## src/core/sdd_defines.vh

```
// Purpose: Shared constants for the system descriptor decoder.
// Assumes: Descriptors arrive as two 32-bit words, both offered in the same cycle.
// Notes: Field positions refer to the word that holds the field.
// How it works
// - Clear system flag with type 2 decodes as a local table descriptor.
// - Local table privilege field is ignored and shown as zero.
// - Local table descriptor is accepted only from the global table.
// - Types 1, 3, 9 and B decode as task state segment descriptors.
// - Type bit one marks a task state segment busy or available.
// - Type bit three marks a native or legacy task state segment format.
// - Task selector register holds the selector of the running task.
// - Types 4 to 7, C, E and F decode as gate descriptors.
// - A gate pass raises a protection check request for the destination.
// - Call gates split into access byte, far pointer and word count.
// - Privilege changing call copies word count parameters between stacks.
// - Calls without privilege change copy no parameters.
// - Task, interrupt and trap gates ignore the word count.
// - Interrupt and trap entry address is destination selector plus offset.
// - Task gates request a task switch; call gates transfer control.
// - Interrupt gates clear the interrupt enable flag; trap gates keep it.
// - Task gates use only the selector, which must name a task segment.
// - Absent gate raises exception 11; wrong destination kind raises 13.
`ifndef SDD_DEFINES_VH
`define SDD_DEFINES_VH
`define SDD_TYPE_LOCAL_TABLE 4'h2
`define SDD_TYPE_TSS16_FREE 4'h1
`define SDD_TYPE_TSS16_BUSY 4'h3
`define SDD_TYPE_TSS32_FREE 4'h9
`define SDD_TYPE_TSS32_BUSY 4'hB
`define SDD_TYPE_CALL16 4'h4
`define SDD_TYPE_TASK 4'h5
`define SDD_TYPE_INTR16 4'h6
`define SDD_TYPE_TRAP16 4'h7
`define SDD_TYPE_CALL32 4'hC
`define SDD_TYPE_INTR32 4'hE
`define SDD_TYPE_TRAP32 4'hF
`define SDD_TYPE_BUSY_BIT 1
`define SDD_TYPE_NATIVE_BIT 3
`define SDD_SEL_HI 31
`define SDD_SEL_LO 16
`define SDD_OFF_LO_HI 15
`define SDD_OFF_LO_LO 0
`define SDD_OFF_HI_HI 31
`define SDD_OFF_HI_LO 16
`define SDD_PRESENT_BIT 15
`define SDD_DPL_HI 14
`define SDD_DPL_LO 13
`define SDD_SYS_BIT 12
`define SDD_TYPE_HI 11
`define SDD_TYPE_LO 8
`define SDD_WCNT_HI 4
`define SDD_WCNT_LO 0
`define SDD_BASE_HI_HI 31
`define SDD_BASE_HI_LO 24
`define SDD_GRAN_BIT 23
`define SDD_LIM_HI_HI 19
`define SDD_LIM_HI_LO 16
`define SDD_BASE_MID_HI 7
`define SDD_BASE_MID_LO 0
`define SDD_EXC_NOT_PRESENT 8'h0B
`define SDD_EXC_PROTECTION 8'h0D
`define SDD_KIND_NONE 3'h0
`define SDD_KIND_LOCAL_TABLE 3'h1
`define SDD_KIND_TSS 3'h2
`define SDD_KIND_CALL 3'h3
`define SDD_KIND_TASK 3'h4
`define SDD_KIND_INTR 3'h5
`define SDD_KIND_TRAP 3'h6
`define SDD_ZERO_DPL 2'h0
`define SDD_ZERO_WCNT 5'h00
`define SDD_ZERO_HALF 16'h0000
`define SDD_ZERO_NIBBLE 4'h0
`define SDD_ZERO_BYTE 8'h00
`endif

```

## src/core/sdd_fields.v

```verilog
// Purpose: Splits a two-word system descriptor into its fields.
// Assumes: Pure combinational slice of words from the same clock domain.
// Notes: The same slice serves segment and gate layouts.
`timescale 1ns/100ps
`include "sdd_defines.vh"
module sdd_fields (
  input wire [31:0] i_word0,
  input wire [31:0] i_word1,
  output wire o_present,
  output wire [1:0] o_dpl,
  output wire o_system_n,
  output wire [3:0] o_type,
  output wire [15:0] o_selector,
  output wire [31:0] o_offset,
  output wire [4:0] o_word_count,
  output wire [7:0] o_access,
  output wire [31:0] o_base,
  output wire [19:0] o_limit,
  output wire o_granular
);

  // Access byte fields shared by every system descriptor.
  assign o_present = i_word1[`SDD_PRESENT_BIT];
  assign o_dpl = i_word1[`SDD_DPL_HI:`SDD_DPL_LO];
  assign o_system_n = i_word1[`SDD_SYS_BIT];
  assign o_type = i_word1[`SDD_TYPE_HI:`SDD_TYPE_LO];
  assign o_access = i_word1[`SDD_PRESENT_BIT:`SDD_TYPE_LO];

  // Gate layout: selector, split offset and word count.
  assign o_selector = i_word0[`SDD_SEL_HI:`SDD_SEL_LO];
  assign o_offset = {i_word1[`SDD_OFF_HI_HI:`SDD_OFF_HI_LO],
                     i_word0[`SDD_OFF_LO_HI:`SDD_OFF_LO_LO]};
  assign o_word_count = i_word1[`SDD_WCNT_HI:`SDD_WCNT_LO];

  // Segment layout: base and limit of a table or task segment.
  assign o_base = {i_word1[`SDD_BASE_HI_HI:`SDD_BASE_HI_LO],
                   i_word1[`SDD_BASE_MID_HI:`SDD_BASE_MID_LO],
                   i_word0[`SDD_SEL_HI:`SDD_SEL_LO]};
  assign o_limit = {i_word1[`SDD_LIM_HI_HI:`SDD_LIM_HI_LO],
                    i_word0[`SDD_OFF_LO_HI:`SDD_OFF_LO_LO]};
  assign o_granular = i_word1[`SDD_GRAN_BIT];

endmodule

```

## src/core/sdd_decoder.v

```verilog
// Purpose: Decodes local table, task segment and gate descriptors.
// Assumes: Descriptor words and context come from core logic on i_clock.
// Notes: Results appear one cycle after i_desc_valid and hold until the next.
//   Pulses last one cycle; decoded fields hold until the next descriptor.
//   A task gate switch takes the task selector register ahead of a load.
`timescale 1ns/100ps
`include "sdd_defines.vh"
module sdd_decoder (
  input wire i_clock,
  input wire i_srst,
  input wire i_desc_valid,
  input wire [31:0] i_desc_word0,
  input wire [31:0] i_desc_word1,
  input wire i_from_global_table,
  input wire i_privilege_change,
  input wire i_target_is_code,
  input wire i_target_is_tss,
  input wire i_interrupt_enable,
  input wire i_task_load,
  input wire [15:0] i_task_selector,
  output reg o_done,
  output reg [2:0] o_kind,
  output reg o_native,
  output reg o_tss_busy,
  output reg [31:0] o_base,
  output reg [19:0] o_limit,
  output reg o_granular,
  output reg [1:0] o_descriptor_privilege_level,
  output reg [7:0] o_access,
  output reg [15:0] o_dest_selector,
  output reg [31:0] o_dest_offset,
  output reg [4:0] o_copy_count,
  output reg o_check_request,
  output reg o_task_switch,
  output reg o_transfer,
  output reg o_interrupt_enable_next,
  output reg o_exception,
  output reg [7:0] o_exception_vector,
  output reg [15:0] o_task_selector_register
);

  // Fields sliced from the descriptor offered this cycle.
  wire present;
  wire [1:0] descriptor_privilege_level;
  wire system_n;
  wire [3:0] dtype;
  wire [15:0] selector;
  wire [31:0] offset;
  wire [4:0] word_count;
  wire [7:0] access;
  wire [31:0] base;
  wire [19:0] limit;
  wire granular;

  // Next values of the registered results, and decode helpers.
  reg [2:0] kind_nxt;
  reg native_nxt;
  reg busy_nxt;
  reg [1:0] dpl_nxt;
  reg [15:0] sel_nxt;
  reg [31:0] off_nxt;
  reg [4:0] copy_nxt;
  reg check_nxt;
  reg switch_nxt;
  reg transfer_nxt;
  reg ie_nxt;
  reg exc_nxt;
  reg [7:0] vec_nxt;
  reg is_gate;
  reg dest_ok;

  // Field slicing of the incoming descriptor words.
  // One slicer serves both the segment and the gate layouts.
  sdd_fields u_fields (
    .i_word0(i_desc_word0),
    .i_word1(i_desc_word1),
    .o_present(present),
    .o_dpl(descriptor_privilege_level),
    .o_system_n(system_n),
    .o_type(dtype),
    .o_selector(selector),
    .o_offset(offset),
    .o_word_count(word_count),
    .o_access(access),
    .o_base(base),
    .o_limit(limit),
    .o_granular(granular)
  );

  // Classification of the descriptor by system flag and type code.
  // A set system flag marks a code or data descriptor, which this
  // block does not decode, so it falls to kind none and a fault.
  always @* begin
    kind_nxt = `SDD_KIND_NONE;
    if (!system_n) begin
      case (dtype)
        `SDD_TYPE_LOCAL_TABLE: begin
          kind_nxt = `SDD_KIND_LOCAL_TABLE;
        end
        `SDD_TYPE_TSS16_FREE, `SDD_TYPE_TSS16_BUSY,
        `SDD_TYPE_TSS32_FREE, `SDD_TYPE_TSS32_BUSY: begin
          kind_nxt = `SDD_KIND_TSS;
        end
        `SDD_TYPE_CALL16, `SDD_TYPE_CALL32: begin
          kind_nxt = `SDD_KIND_CALL;
        end
        `SDD_TYPE_TASK: begin
          kind_nxt = `SDD_KIND_TASK;
        end
        `SDD_TYPE_INTR16, `SDD_TYPE_INTR32: begin
          kind_nxt = `SDD_KIND_INTR;
        end
        `SDD_TYPE_TRAP16, `SDD_TYPE_TRAP32: begin
          kind_nxt = `SDD_KIND_TRAP;
        end
        default: begin
          kind_nxt = `SDD_KIND_NONE;
        end
      endcase
    end
  end

  // Gate test, format, busy state and privilege of the descriptor.
  // The format bit is passed on for every kind; only task segments
  // and gates give it a meaning.
  always @* begin
    is_gate = (kind_nxt == `SDD_KIND_CALL) || (kind_nxt == `SDD_KIND_TASK) ||
              (kind_nxt == `SDD_KIND_INTR) || (kind_nxt == `SDD_KIND_TRAP);
    // Bit three of the type tells the native format from the legacy one.
    native_nxt = dtype[`SDD_TYPE_NATIVE_BIT];
    // Only task segments carry a busy state; every other kind reads free.
    busy_nxt = 1'b0;
    if (kind_nxt == `SDD_KIND_TSS) begin
      busy_nxt = dtype[`SDD_TYPE_BUSY_BIT];
    end
    // A local table is only loaded at level zero, so its field is moot.
    if (kind_nxt == `SDD_KIND_LOCAL_TABLE) begin
      dpl_nxt = `SDD_ZERO_DPL;
    end else begin
      dpl_nxt = descriptor_privilege_level;
    end
  end

  // Gate pointer: selector and offset, cut to the gate's format.
  // Non-gates show zero so a stale pointer is never mistaken for one.
  always @* begin
    sel_nxt = `SDD_ZERO_HALF;
    off_nxt = {`SDD_ZERO_HALF, `SDD_ZERO_HALF};
    if (is_gate) begin
      sel_nxt = selector;
      if (kind_nxt == `SDD_KIND_TASK) begin
        off_nxt = {`SDD_ZERO_HALF, `SDD_ZERO_HALF};
      end else if (native_nxt) begin
        off_nxt = offset;
      end else begin
        off_nxt = {`SDD_ZERO_HALF,
                   offset[`SDD_OFF_LO_HI:`SDD_OFF_LO_LO]};
      end
    end
  end

  // Parameter copy count for call gates only.
  // Other gate kinds and calls at the same level copy nothing, so the
  // stack engine can use a zero count as a plain skip.
  always @* begin
    copy_nxt = `SDD_ZERO_WCNT;
    if (kind_nxt == `SDD_KIND_CALL) begin
      if (i_privilege_change) begin
        copy_nxt = word_count;
      end else begin
        copy_nxt = `SDD_ZERO_WCNT;
      end
    end
  end

  // Destination kind check: code for call, interrupt and trap gates,
  // a task segment for a task gate.
  always @* begin
    dest_ok = 1'b1;
    case (kind_nxt)
      `SDD_KIND_CALL, `SDD_KIND_INTR, `SDD_KIND_TRAP: begin
        dest_ok = i_target_is_code;
      end
      `SDD_KIND_TASK: begin
        dest_ok = i_target_is_tss;
      end
      default: begin
        dest_ok = 1'b1;
      end
    endcase
  end

  // Exception selection, highest priority first: unknown kind, local
  // table outside the global table, absent gate, wrong destination.
  // An absent gate reports not-present even when its target is wrong.
  always @* begin
    exc_nxt = 1'b0;
    vec_nxt = `SDD_ZERO_BYTE;
    if (kind_nxt == `SDD_KIND_NONE) begin
      exc_nxt = 1'b1;
      vec_nxt = `SDD_EXC_PROTECTION;
    end else if (kind_nxt == `SDD_KIND_LOCAL_TABLE &&
                 !i_from_global_table) begin
      exc_nxt = 1'b1;
      vec_nxt = `SDD_EXC_PROTECTION;
    end else if (is_gate && !present) begin
      exc_nxt = 1'b1;
      vec_nxt = `SDD_EXC_NOT_PRESENT;
    end else if (is_gate && !dest_ok) begin
      exc_nxt = 1'b1;
      vec_nxt = `SDD_EXC_PROTECTION;
    end
  end

  // Control transfer actions taken through a valid gate.
  // A faulting gate still asks for the check but moves nothing.
  always @* begin
    check_nxt = is_gate;
    switch_nxt = 1'b0;
    transfer_nxt = 1'b0;
    if (!exc_nxt) begin
      switch_nxt = (kind_nxt == `SDD_KIND_TASK);
      transfer_nxt = (kind_nxt == `SDD_KIND_CALL) ||
                     (kind_nxt == `SDD_KIND_INTR) ||
                     (kind_nxt == `SDD_KIND_TRAP);
    end
  end

  // Interrupt enable for the handler: a good interrupt gate clears it,
  // while a trap gate and every other kind pass the current flag on.
  always @* begin
    ie_nxt = i_interrupt_enable;
    if (!exc_nxt && (kind_nxt == `SDD_KIND_INTR)) begin
      ie_nxt = 1'b0;
    end
  end

  // One-cycle pulses that answer each accepted descriptor.
  always @(posedge i_clock) begin
    if (i_srst) begin
      o_done <= 1'b0;
      o_check_request <= 1'b0;
      o_task_switch <= 1'b0;
      o_transfer <= 1'b0;
      o_exception <= 1'b0;
    end else begin
      o_done <= i_desc_valid;
      o_check_request <= i_desc_valid && check_nxt;
      o_task_switch <= i_desc_valid && switch_nxt;
      o_transfer <= i_desc_valid && transfer_nxt;
      o_exception <= i_desc_valid && exc_nxt;
    end
  end

  // Decoded fields, held until the next accepted descriptor.
  // Holding them lets the consumers read them after the pulse is gone.
  always @(posedge i_clock) begin
    if (i_srst) begin
      o_kind <= `SDD_KIND_NONE;
      o_native <= 1'b0;
      o_tss_busy <= 1'b0;
      o_base <= {`SDD_ZERO_HALF, `SDD_ZERO_HALF};
      o_limit <= {`SDD_ZERO_NIBBLE, `SDD_ZERO_HALF};
      o_granular <= 1'b0;
      o_descriptor_privilege_level <= `SDD_ZERO_DPL;
      o_access <= `SDD_ZERO_BYTE;
      o_dest_selector <= `SDD_ZERO_HALF;
      o_dest_offset <= {`SDD_ZERO_HALF, `SDD_ZERO_HALF};
      o_copy_count <= `SDD_ZERO_WCNT;
      o_interrupt_enable_next <= 1'b0;
      o_exception_vector <= `SDD_ZERO_BYTE;
    end else if (i_desc_valid) begin
      o_kind <= kind_nxt;
      o_native <= native_nxt;
      o_tss_busy <= busy_nxt;
      o_base <= base;
      o_limit <= limit;
      o_granular <= granular;
      o_descriptor_privilege_level <= dpl_nxt;
      o_access <= access;
      o_dest_selector <= sel_nxt;
      o_dest_offset <= off_nxt;
      o_copy_count <= copy_nxt;
      o_interrupt_enable_next <= ie_nxt;
      // The vector is loaded as zero without a fault; o_exception qualifies it.
      o_exception_vector <= vec_nxt;
    end
  end

  // Task selector register: loaded by software or by a task gate switch.
  // A switch in the same cycle as a load wins, since the gate names
  // the task that actually runs next.
  always @(posedge i_clock) begin
    if (i_srst) begin
      o_task_selector_register <= `SDD_ZERO_HALF;
    end else if (i_desc_valid && switch_nxt) begin
      o_task_selector_register <= sel_nxt;
    end else if (i_task_load) begin
      o_task_selector_register <= i_task_selector;
    end
  end

endmodule

```

## config.mk

```make
export PLATFORM = sky130hd
export DESIGN_NAME = sdd_decoder
export DESIGN_NICKNAME = d
export VERILOG_FILES = /design/src/core/sdd_fields.v /design/src/core/sdd_decoder.v
export VERILOG_INCLUDE_DIRS = /design/src /design/src/core
export SDC_FILE = /design/constraint.sdc
export NUM_CORES = 1
export LEC_CHECK = 0
export BUFFER_PORTS_ARGS = -buffer_cell sky130_fd_sc_hd__buf_2
export CORE_MARGIN = 2
export CORE_UTILIZATION = 45
export DETAILED_ROUTE_END_ITERATION = 10
export PLACE_DENSITY = 0.78
export SETUP_SLACK_MARGIN = 0.1
export SLEW_MARGIN = 5
export SYNTH_ARGS = -nofsm -noshare
export SYNTH_HDL_FRONTEND = slang
export SYNTH_SLANG_ARGS = --single-unit
```

## constraint.sdc

```tcl
create_clock -name i_clock -period 3.9 [get_ports i_clock]
set_clock_uncertainty 0.1 [all_clocks]
set_input_delay 0.39 -clock i_clock [delete_from_list [all_inputs] [get_ports i_clock]]
set_output_delay 0.39 -clock i_clock [all_outputs]
set_load 0.05 [all_outputs]
```

## Word-level counts from Yosys, hierarchy flattened

Memories as Yosys holds them, arrays and structs flattened.
Cells that the tools add are included.
Widths: inputs -> output; s select.

| operators by class | value |
|---|---|
| muxes and demuxes | 23 |
| equal/unequal tests | 6 |
| reductions and logical operators | 20 |

Operators by type and width:

| operator | count |
|---|---|
| $mux 32 | 3 |
| $mux 16 | 3 |
| $mux 4 | 4 |
| $mux 5 | 2 |
| $eq 3x3->1 const B | 3 |
| $logic_and 1x1->1 | 8 |
| $mux 1 | 8 |
| $eq 3x2->1 const B | 2 |
| $logic_or 1x1->1 | 5 |
| $logic_not 1->1 | 4 |
| $eq 3x1->1 const B | 1 |
| $logic_not 3->1 | 1 |
| $mux 3 | 1 |
| $reduce_or 3->1 | 1 |
| $mux 2 | 1 |
| $pmux 1 s2 | 1 |
| $reduce_bool 2->1 | 1 |

| storage, ports and cells | value |
|---|---|
| input port bits | 89 |
| memory bits (read-only) | 48 |
| memories | 1 |
| word-level logic and storage cells | 69 |
| flip-flop bits (word level) | 151 |

Memory list:

| memory | depth | width | read ports | clocked after memory_dff | write ports | line | RTL |
|---|---|---|---|---|---|---|---|
| (name not given) | 16 | 3 | 1 | 0 | 0 | sdd_decoder.v:96 | `case (dtype)` |

## Logic depth before layout (Yosys ltp)

Gate-level depths: netlist (run 1).
An unclocked memory read counts as a cell.

| logic depth | value |
|---|---|
| depth after elaboration | 14 |
| mapped depth | 10 |
| gate-level depth less buffers | 8 |

## Hierarchy

From an unflattened synthesis (run 1), not the netlist that was laid out.

| second synthesis, totals | value |
|---|---|
| cells, all modules | 622 |
| area, all modules | 6338.6 um^2 |

Modules (own cells, without submodules):

| module | cells an instance | sequential area each (um^2) | times used | area each (um^2) |
|---|---|---|---|---|
| sdd_decoder | 500 | 2922.8 | 1 | 5422.7 |
| sdd_fields | 122 | 0.0 | 1 | 915.9 |

## Least setup slack after synthesis (run 1)

Ideal clock, no wire load.

| timing path | value |
|---|---|
| kind | input port to flip-flop |
| start | in i_desc_word1[8] |
| end | reg o_task_selector_register[11] |
| stages | 9 |
| path buffers | 1 |
| required time | 3.734 ns |
| library setup time | 0.066 ns |
| arrival | 2.256 ns |
| slack | 1.478 ns |
| cells stage by stage | inv_1 > ha_1 > or2_1 > a21oi_4 > nor4_4 > a22o_4 > or4_4 > buf_6 > a21oi_2 |

| on the way | value |
|---|---|
| cells in the longest elaborated chain, start to end | 14 |
| elaborated cells between the ends (all ways) | 26 |

Ends and longest elaborated chain:

| element | line | RTL |
|---|---|---|
| start, declared | sdd_decoder.v:13 | `input wire [31:0] i_desc_word1,` |
| $mem_v2 16x3 (*) | - |  |
| $mux 3 (*) | sdd_decoder.v:95 | `if (!system_n) begin` |
| $eq 3x3->1 / $eq 3x2->1 (equally long branches) | sdd_decoder.v:180 | `case (kind_nxt)` |
| $reduce_or 3->1 / $logic_or 1x1->1 (equally long branches) | sdd_decoder.v:180, sdd_decoder.v:127 |  |
| $pmux 1 s2 / $logic_or 1x1->1 (equally long branches) | sdd_decoder.v:180, sdd_decoder.v:127 |  |
| $logic_not 1->1 / $logic_or 1x1->1 (equally long branches) | sdd_decoder.v:209, sdd_decoder.v:127 |  |
| $logic_and 1x1->1 | sdd_decoder.v:209 | `end else if (is_gate && !dest_ok) begin` |
| $mux 1 | sdd_decoder.v:209 |  |
| $mux 1 | sdd_decoder.v:206 | `end else if (is_gate && !present) begin` |
| $mux 1 | sdd_decoder.v:202 | `` end else if (kind_nxt == `SDD_KIND_LOCAL_TABLE && `` |
| $mux 1 | sdd_decoder.v:199 | `` if (kind_nxt == `SDD_KIND_NONE) begin `` |
| $mux 1 | sdd_decoder.v:221 | `if (!exc_nxt) begin` |
| $logic_and 1x1->1 | sdd_decoder.v:296 | `end else if (i_desc_valid && switch_nxt) begin` |
| $mux 16 / $reduce_bool 2->1 (equally long branches) | - |  |
| end signal, assigned | sdd_decoder.v:295 | `` o_task_selector_register <= `SDD_ZERO_HALF; `` |
| end signal, assigned | sdd_decoder.v:297 | `o_task_selector_register <= sel_nxt;` |
| end signal, assigned | sdd_decoder.v:299 | `o_task_selector_register <= i_task_selector;` |
| end, declared | sdd_decoder.v:39 | `output reg [15:0] o_task_selector_register` |

Mark *: on every way between the ends. The rest lies on a longest branch, timed or not.
A chain may end at the register's enable or synchronous reset.

## Worst setup path after layout (run 1)

| timing path | value |
|---|---|
| start | in i_desc_word1[8] |
| end | reg o_task_selector_register[1] |

Same word-level chain as after synthesis.

==> results of run 1 <==
## routing by layer
layer	share of wire	global-route usage	wire, um
met5	0	0	0
met4	0.038	0.1341	598
met3	0.089	0.08470	1387
met2	0.49	0.4020	7574
met1	0.39	0.2638	6055
## sequential cells by signal, summed over array words and instances (netlist names), 2 cells and up
name                          cells
o_exception_vector                3
o_limit                          20
o_task_selector_register         16
o_dest_selector                  16
o_base                           32
o_dest_offset                    32
o_copy_count                      5
o_descriptor_privilege_level      2
o_kind                            3
o_access                          8
## critical path, delay by kind of cell
family | cells | cell delay, ns
compound gates | 3 | 0.84
buf+inv | 2 | 0.17
simple gates | 3 | 1.02
fa+ha+maj | 1 | 0.20
## where the power goes
group	internal, uW	switching (uW)
Combinational	161	442
Clock	976	618
Sequential	1550	34.0
## cells in the mapped netlist, drive strengths merged
master and number:
dfxtp 145, mux2i 79, nor2 72, a22o 54, clkbuf 25, a21oi 19, buf 18, nand2 12
or3 12, nand2b 11, o31ai 11, o211ai 7, inv 5, nor3 5, nor4 5, nand3 4
o21ai 4, and2 3, a211oi 2, a21o 2, and3 2, ha 2, a211o 1, a31oi 1
and2b 1, and3b 1, conb 1, nor2b 1, nor4b 1, o211a 1, o21a 1, o22ai 1
o31a 1, or2 1, or4 1, or4b 1
## through the flow
| step | total power [uW] | instance area [sq um] |
|---|---|---|
| after floorplan | 2048 | 5517 |
| after global placement | 2202 | 6690 |
| after detailed placement | 2217 | 6690 |
| after CTS | 3811 | 7279 |
| after global routing | 3922 | 7282 |
| final | 3781 | 7282 |
## cell type report
cell class | instances | share of cell area
inverters | 5 | 0.002577
flip-flops and latches | 145 | 0.3986
well taps | 147 | 0.02526
clock buffers | 20 | 0.06271
diodes | 1 | 0.0003436
repair buffers | 238 | 0.1649
clock inverters | 12 | 0.01821
multi-input cells | 323 | 0.3273
## worst paths after layout
| kind | start | to | slack [ns] | cells after the start |
|---|---|---|---|---|
| setup / recovery | i_desc_word1[8] | o_task_selector_register[1] | 1.52 | 9 |
| hold / removal | i_desc_word1[20] | o_dest_offset[20] | 0.09 | 2 |
| setup reg to reg | o_task_selector_register[10] | o_task_selector_register[10] | 2.99 | 2 |
| hold reg to reg | o_descriptor_privilege_level[0] | o_descriptor_privilege_level[0] | 0.37 | 2 |
## cell families after synthesis
logic type | share of synthesized area
AO/OA/AOI/OAI | 0.1573
flip-flops | 0.5273
multiplexers | 0.1436
AND/OR/NAND/NOR | 0.1234
buffers and inverters | 0.04318
adder cells (fa/ha/maj) | 0.004545
other | 0.0006812
## layout by cell type, fill, tap and decap left out, types with 11 or more instances in the layout
| cell | n |
|---|---|
| nand2_1 | 12 |
| dfxtp_1 | 145 |
| a22o_1 | 53 |
| nor2_1 | 70 |
| o31ai_1 | 11 |
| buf_2 | 234 |
| clkbuf_16 | 17 |
| nand2b_1 | 11 |
| or3_1 | 12 |
| mux2i_1 | 79 |
==> run summary, run 1 <==
Status -> finished clean
DRT Pass-1 Iters -> 4
GRT Util Overall -> 0.2397
VDD IR max -> 296.1 uV
Hold Crit Class -> in -> reg
H-tree depth -> 4
DR vias -> 4700
Worst slew margin -> 0.4120
Pre-CTS WS -> 1.114 ns
Max clock buf depth -> 2
Count of final setup violators -> 0
Drt wl/cell -> 17.53 um
Post-synthesis cell count -> 513
Yosys warning count -> 0
Core Box Area -> 11960 sq um
Mean number of vias per cell -> 5.275
FMAX -> 419.9 MHz
DIE AREA -> 13130 sq um
Final hold violation count -> 0
Crit path cell chain -> buf_2 -> inv_1 -> ha_1 -> or2_1 -> a21oi_4 -> nor4_4 -> a22o_4 -> or4_4 -> a21oi_1
Top area cells in the synthesized netlist -> dfxtp_1, mux2i_1, a22o_1
Power per cell area -> 519.2 nW/um^2
Setup crit end kind -> register
Worst-Skew Late Latency -> 0.41 ns
WHS -> 0.09142 ns
# Max-Cap Violations -> 0
Detail Placement HPWL -> 11410 um
Setup ws final -> 1.519 ns
Site row count -> 40
Worst-Margin Slew -> 0.8782 ns
Crit share post-route -> 0.6106
Yosys top cell by area -> dfxtp_1
Post-route DRC -> 0
Antenna violations before repair -> 1
Total Nets Final -> 821
Mapped Area -> 5505 sq um
Initial core utilization -> 0.4603
Slowest CP cell -> or4_4
Distinct cells, synth -> 46
Max Slew Vio Count -> 0
Die Width -> 114.6 um
Post-route ant nets -> 0
Hold buffers post-CTS -> 0
Input/output buffers -> 235
Grt total ovfl -> 0
CTS resizes -> 0
Die Y -> 114.6 um
CP Launch Type -> input pin
Critical path arrival -> 2.62 ns
Syn Area/Cell -> 10.73 sq um
Root Buffer -> clkbuf_16
Sequential Area -> 2903 sq um
CP Data Required Time -> 4.13 ns
RSZ-0062 raised after global routing -> false
TritonCTS clock tree -> done
Final min period -> 2.381 ns
Inst Count DP -> 858
Post CTS Setup Buffer Count -> 0
Area of the multi-input gates -> 2384 sq um
Post-synth top area share -> 0.5273
First-pass GRT wire length -> 24440 um
Non-Filler Instances -> 891
Largest net degree at the start of global routing -> 71
Post-route setup TNS -> 0 ns
Clock transition at path regs -> 0.06 ns
Vias in the first global route -> 4846
Area Growth Syn to Fin -> 32.27%
Filler instances -> 1019
Placer's final routability congestion estimate -> 0.9290
Total Wirelength -> 15620 um
Critical path type -> in -> reg
Clock sink total -> 145
Post-route core utilization -> 0.6088
Slowest stage delay, CP -> 0.65 ns
Layout cell share with drive strength beyond 1 -> 0.3917
Pleak -> 0.003618 uW
Seq cells post-synth -> 145
Initial drt markers -> 178
Crit path max fanout -> 15
Top Ports -> 240
Sequential area share after synthesis -> 0.5273
Total CTS buffers -> 17
Note: power is estimated with default switching activity, not from simulation.
==> run 2: changes to the inputs <==
Settings changed: CORE_UTILIZATION 45 to 43.
Clock period 3.9 ns to 2 ns, I/O delays scaled along.
==> run 2 against run 1 <==
Net effect:
- wire length up 8.7%
- critical path depth grew 2
- clock power grew 110%
- combinational power rose by 130%
- core utilization up 6.2 points
- via count up 9.9%
- setup slack worse by 1.4 ns
- first-iteration DRC count grew 39%
- sequential cell count did not move
- design area up 16%
- global-route usage down 0.10 points
==> run summary, run 2 (synthesized netlist as in run 1, its figures left out) <==
Status -> finished clean
RSZ-0062 raised after global routing -> true
Pleak -> 0.004133 uW (+14%)
Mean number of vias per cell -> 5.094 (-3.4%)
Clock transition at path regs -> 0.06 ns (about the same)
Clock power frac -> 0.429 (+0.008)
Detail Placement HPWL -> 11120 um (-2.6%)
Total CTS buffers -> 17 (unchanged)
Core Box Area -> 12570 sq um (+5.1%)
Non-Filler Instances -> 1014 (+14%)
Final hold violation count -> 0 (unchanged)
Post CTS Setup Buffer Count -> 0 (unchanged)
Filler instances -> 915 (-10%)
Area Growth Syn to Fin -> 53.16%
Crit share post-route -> 0.9315
Worst-Skew Late Latency -> 0.40 ns (about the same)
FMAX -> 536.8 MHz
CP Data Required Time -> 2.19 ns (-1.94 ns)
Max Slew Vio Count -> 0 (unchanged)
Inserted Diodes -> 0 (-1)
TritonCTS clock tree -> done
Layout cell share with drive strength beyond 1 -> 0.4014 (+0.009770)
Total Nets Final -> 922 (+12%)
Most common cell after layout, fill and taps aside -> buf_2
DR vias -> 5165 (+9.9%)
H-tree depth -> 4 (unchanged)
HP Start -> i_task_selector[6]
Hold Crit Class -> in -> reg
DIE AREA -> 13720 sq um (+4.5%)
Post-route design area -> 8432 sq um (+16%)
Clock sink total -> 145 (unchanged)
Die Width -> 117.2 um (+2.2%)
Site row count -> 41 (+2.5%)
Placer's final routability congestion estimate -> 0.8972 (-3.4%)
Area of the multi-input gates -> 2461 sq um (+3.3%)
# Max-Cap Violations -> 0 (unchanged)
Inst Count DP -> 920 (+7.2%)
Final min period -> 1.863 ns
Initial core utilization -> 0.4380 (-0.02222)
Count of final setup violators -> 0 (unchanged)
Setup crit end kind -> register
DRT Pass-1 Iters -> 5 (+1)
Max clock buf depth -> 2 (unchanged)
Post-route DRC -> 0 (unchanged)
Largest net degree at the start of global routing -> 75 (+5.6%)
Root Buffer -> clkbuf_16
Worst-Margin Slew -> 0.5149 ns (-0.3632 ns)
Crit path max fanout -> 16 (+1)
Seq pwr share -> 0.395 (-0.024)
Worst slew margin -> 0.6567 (+0.2447)
Worst R2R Start -> o_task_selector_register[10]
Power per cell area -> 927.3 nW/um^2 (+79%)
Antenna violations before repair -> 1 (unchanged)
CP Launch Type -> input pin
Die Y -> 117.2 um (+2.2%)
Internal -> 5663 uW (+110%)
Critical path arrival -> 2.06 ns (-0.56 ns)
CP startpoint -> i_desc_word1[8]
Commonest non-fill, non-tap cells in the layout -> buf_2, dfxtp_1, mux2i_1
Vias in the first global route -> 5139 (+6.0%)
VDD IR max -> 596.5 uV (+100%)
Drt wl/cell -> 16.74 um (-4.5%)
Switch share -> 0.2757 (-0.01364)
Comb pwr share -> 0.176 (+0.016)
Post-Place Cell Area -> 7108 sq um (+6.2%)
WHS -> 0.02858 ns (-0.06284 ns)
GRT Util Overall -> 0.2387 (-0.001001)
Sequential Area -> 2903 sq um (unchanged)
First-pass GRT wire length -> 25080 um (+2.6%)
Sw power -> 2155 uW (+97%)
Input/output buffers -> 235 (unchanged)
Critical path type -> in -> reg
Initial drt markers -> 248 (+39%)
Post-route ant nets -> 0 (unchanged)
Top Registers -> o_base (32), o_dest_offset (32), o_limit (20)
Total Wirelength -> 16980 um (+8.7%)
Top Ports -> 240 (unchanged)
Grt total ovfl -> 0 (unchanged)
## run 2: through the flow
step                        util  TNS, ns  total power, uW  setup WS (ns)
after global placement    0.5656   -13.42             4370        -0.2747
final                     0.6709        0             7818         0.1370
after detailed placement  0.5656   -16.60             4400        -0.3389
after global routing      0.6709        0             8085        0.08863
after floorplan                -   -1.382             4009        -0.1553
after CTS                 0.6659        0             7834         0.1038
## run 2: critical path: stages
cell	delay, ns
clkbuf_4	0.16
inv_8	0.04
ha_4	0.15
or2_4	0.26
a21oi_4	0.18
buf_4	0.17
nor2_1	0.05
o31a_1	0.28
and3_1	0.21
buf_12	0.16
a22o_1	0.19
## run 2: worst paths after layout
path                                       end  slack (ns)  cells after the start
setup reg to reg  o_task_selector_register[10]        1.15                      2
hold reg to reg             o_dest_selector[8]        0.37                      1
hold / removal     o_task_selector_register[6]        0.03                      3
setup / recovery             o_dest_offset[17]        0.14                     11
## run 2: area by class of cell
type,instances,share of cell area
repair buffers,338,0.2595
well taps,172,0.02552
clock buffers,21,0.05579
multi-input cells,324,0.2919
flip-flops and latches,145,0.3443
clock inverters,9,0.01840
inverters,5,0.004600
## run 2: routing by layer
layer	GRT usage	wire length (um)	up-vias
li1	-	-	2468
met1	0.2718	7028	2436
met2	0.4096	8396	226
met3	0.06694	1182	33
met4	0.1208	353	2
met5	0	13	-
## run 2: timing repair
item	CTS	global route
pin swaps	1	5
gates cloned	0	1
resized for setup	1	12
setup endpoints to repair	9	22
hold endpoints to repair	119	0
hold buffers	63	0
## run 2: power by group through the flow
stage / Clock, uW / Combinational, uW / Sequential (uW)
after floorplan: 0 / 408 / 3600
after global placement: 0 / 1230 / 3140
after detailed placement: 0 / 1250 / 3150
after CTS: 3400 / 1350 / 3090
after global routing: 3530 / 1450 / 3100
final: 3350 / 1370 / 3090
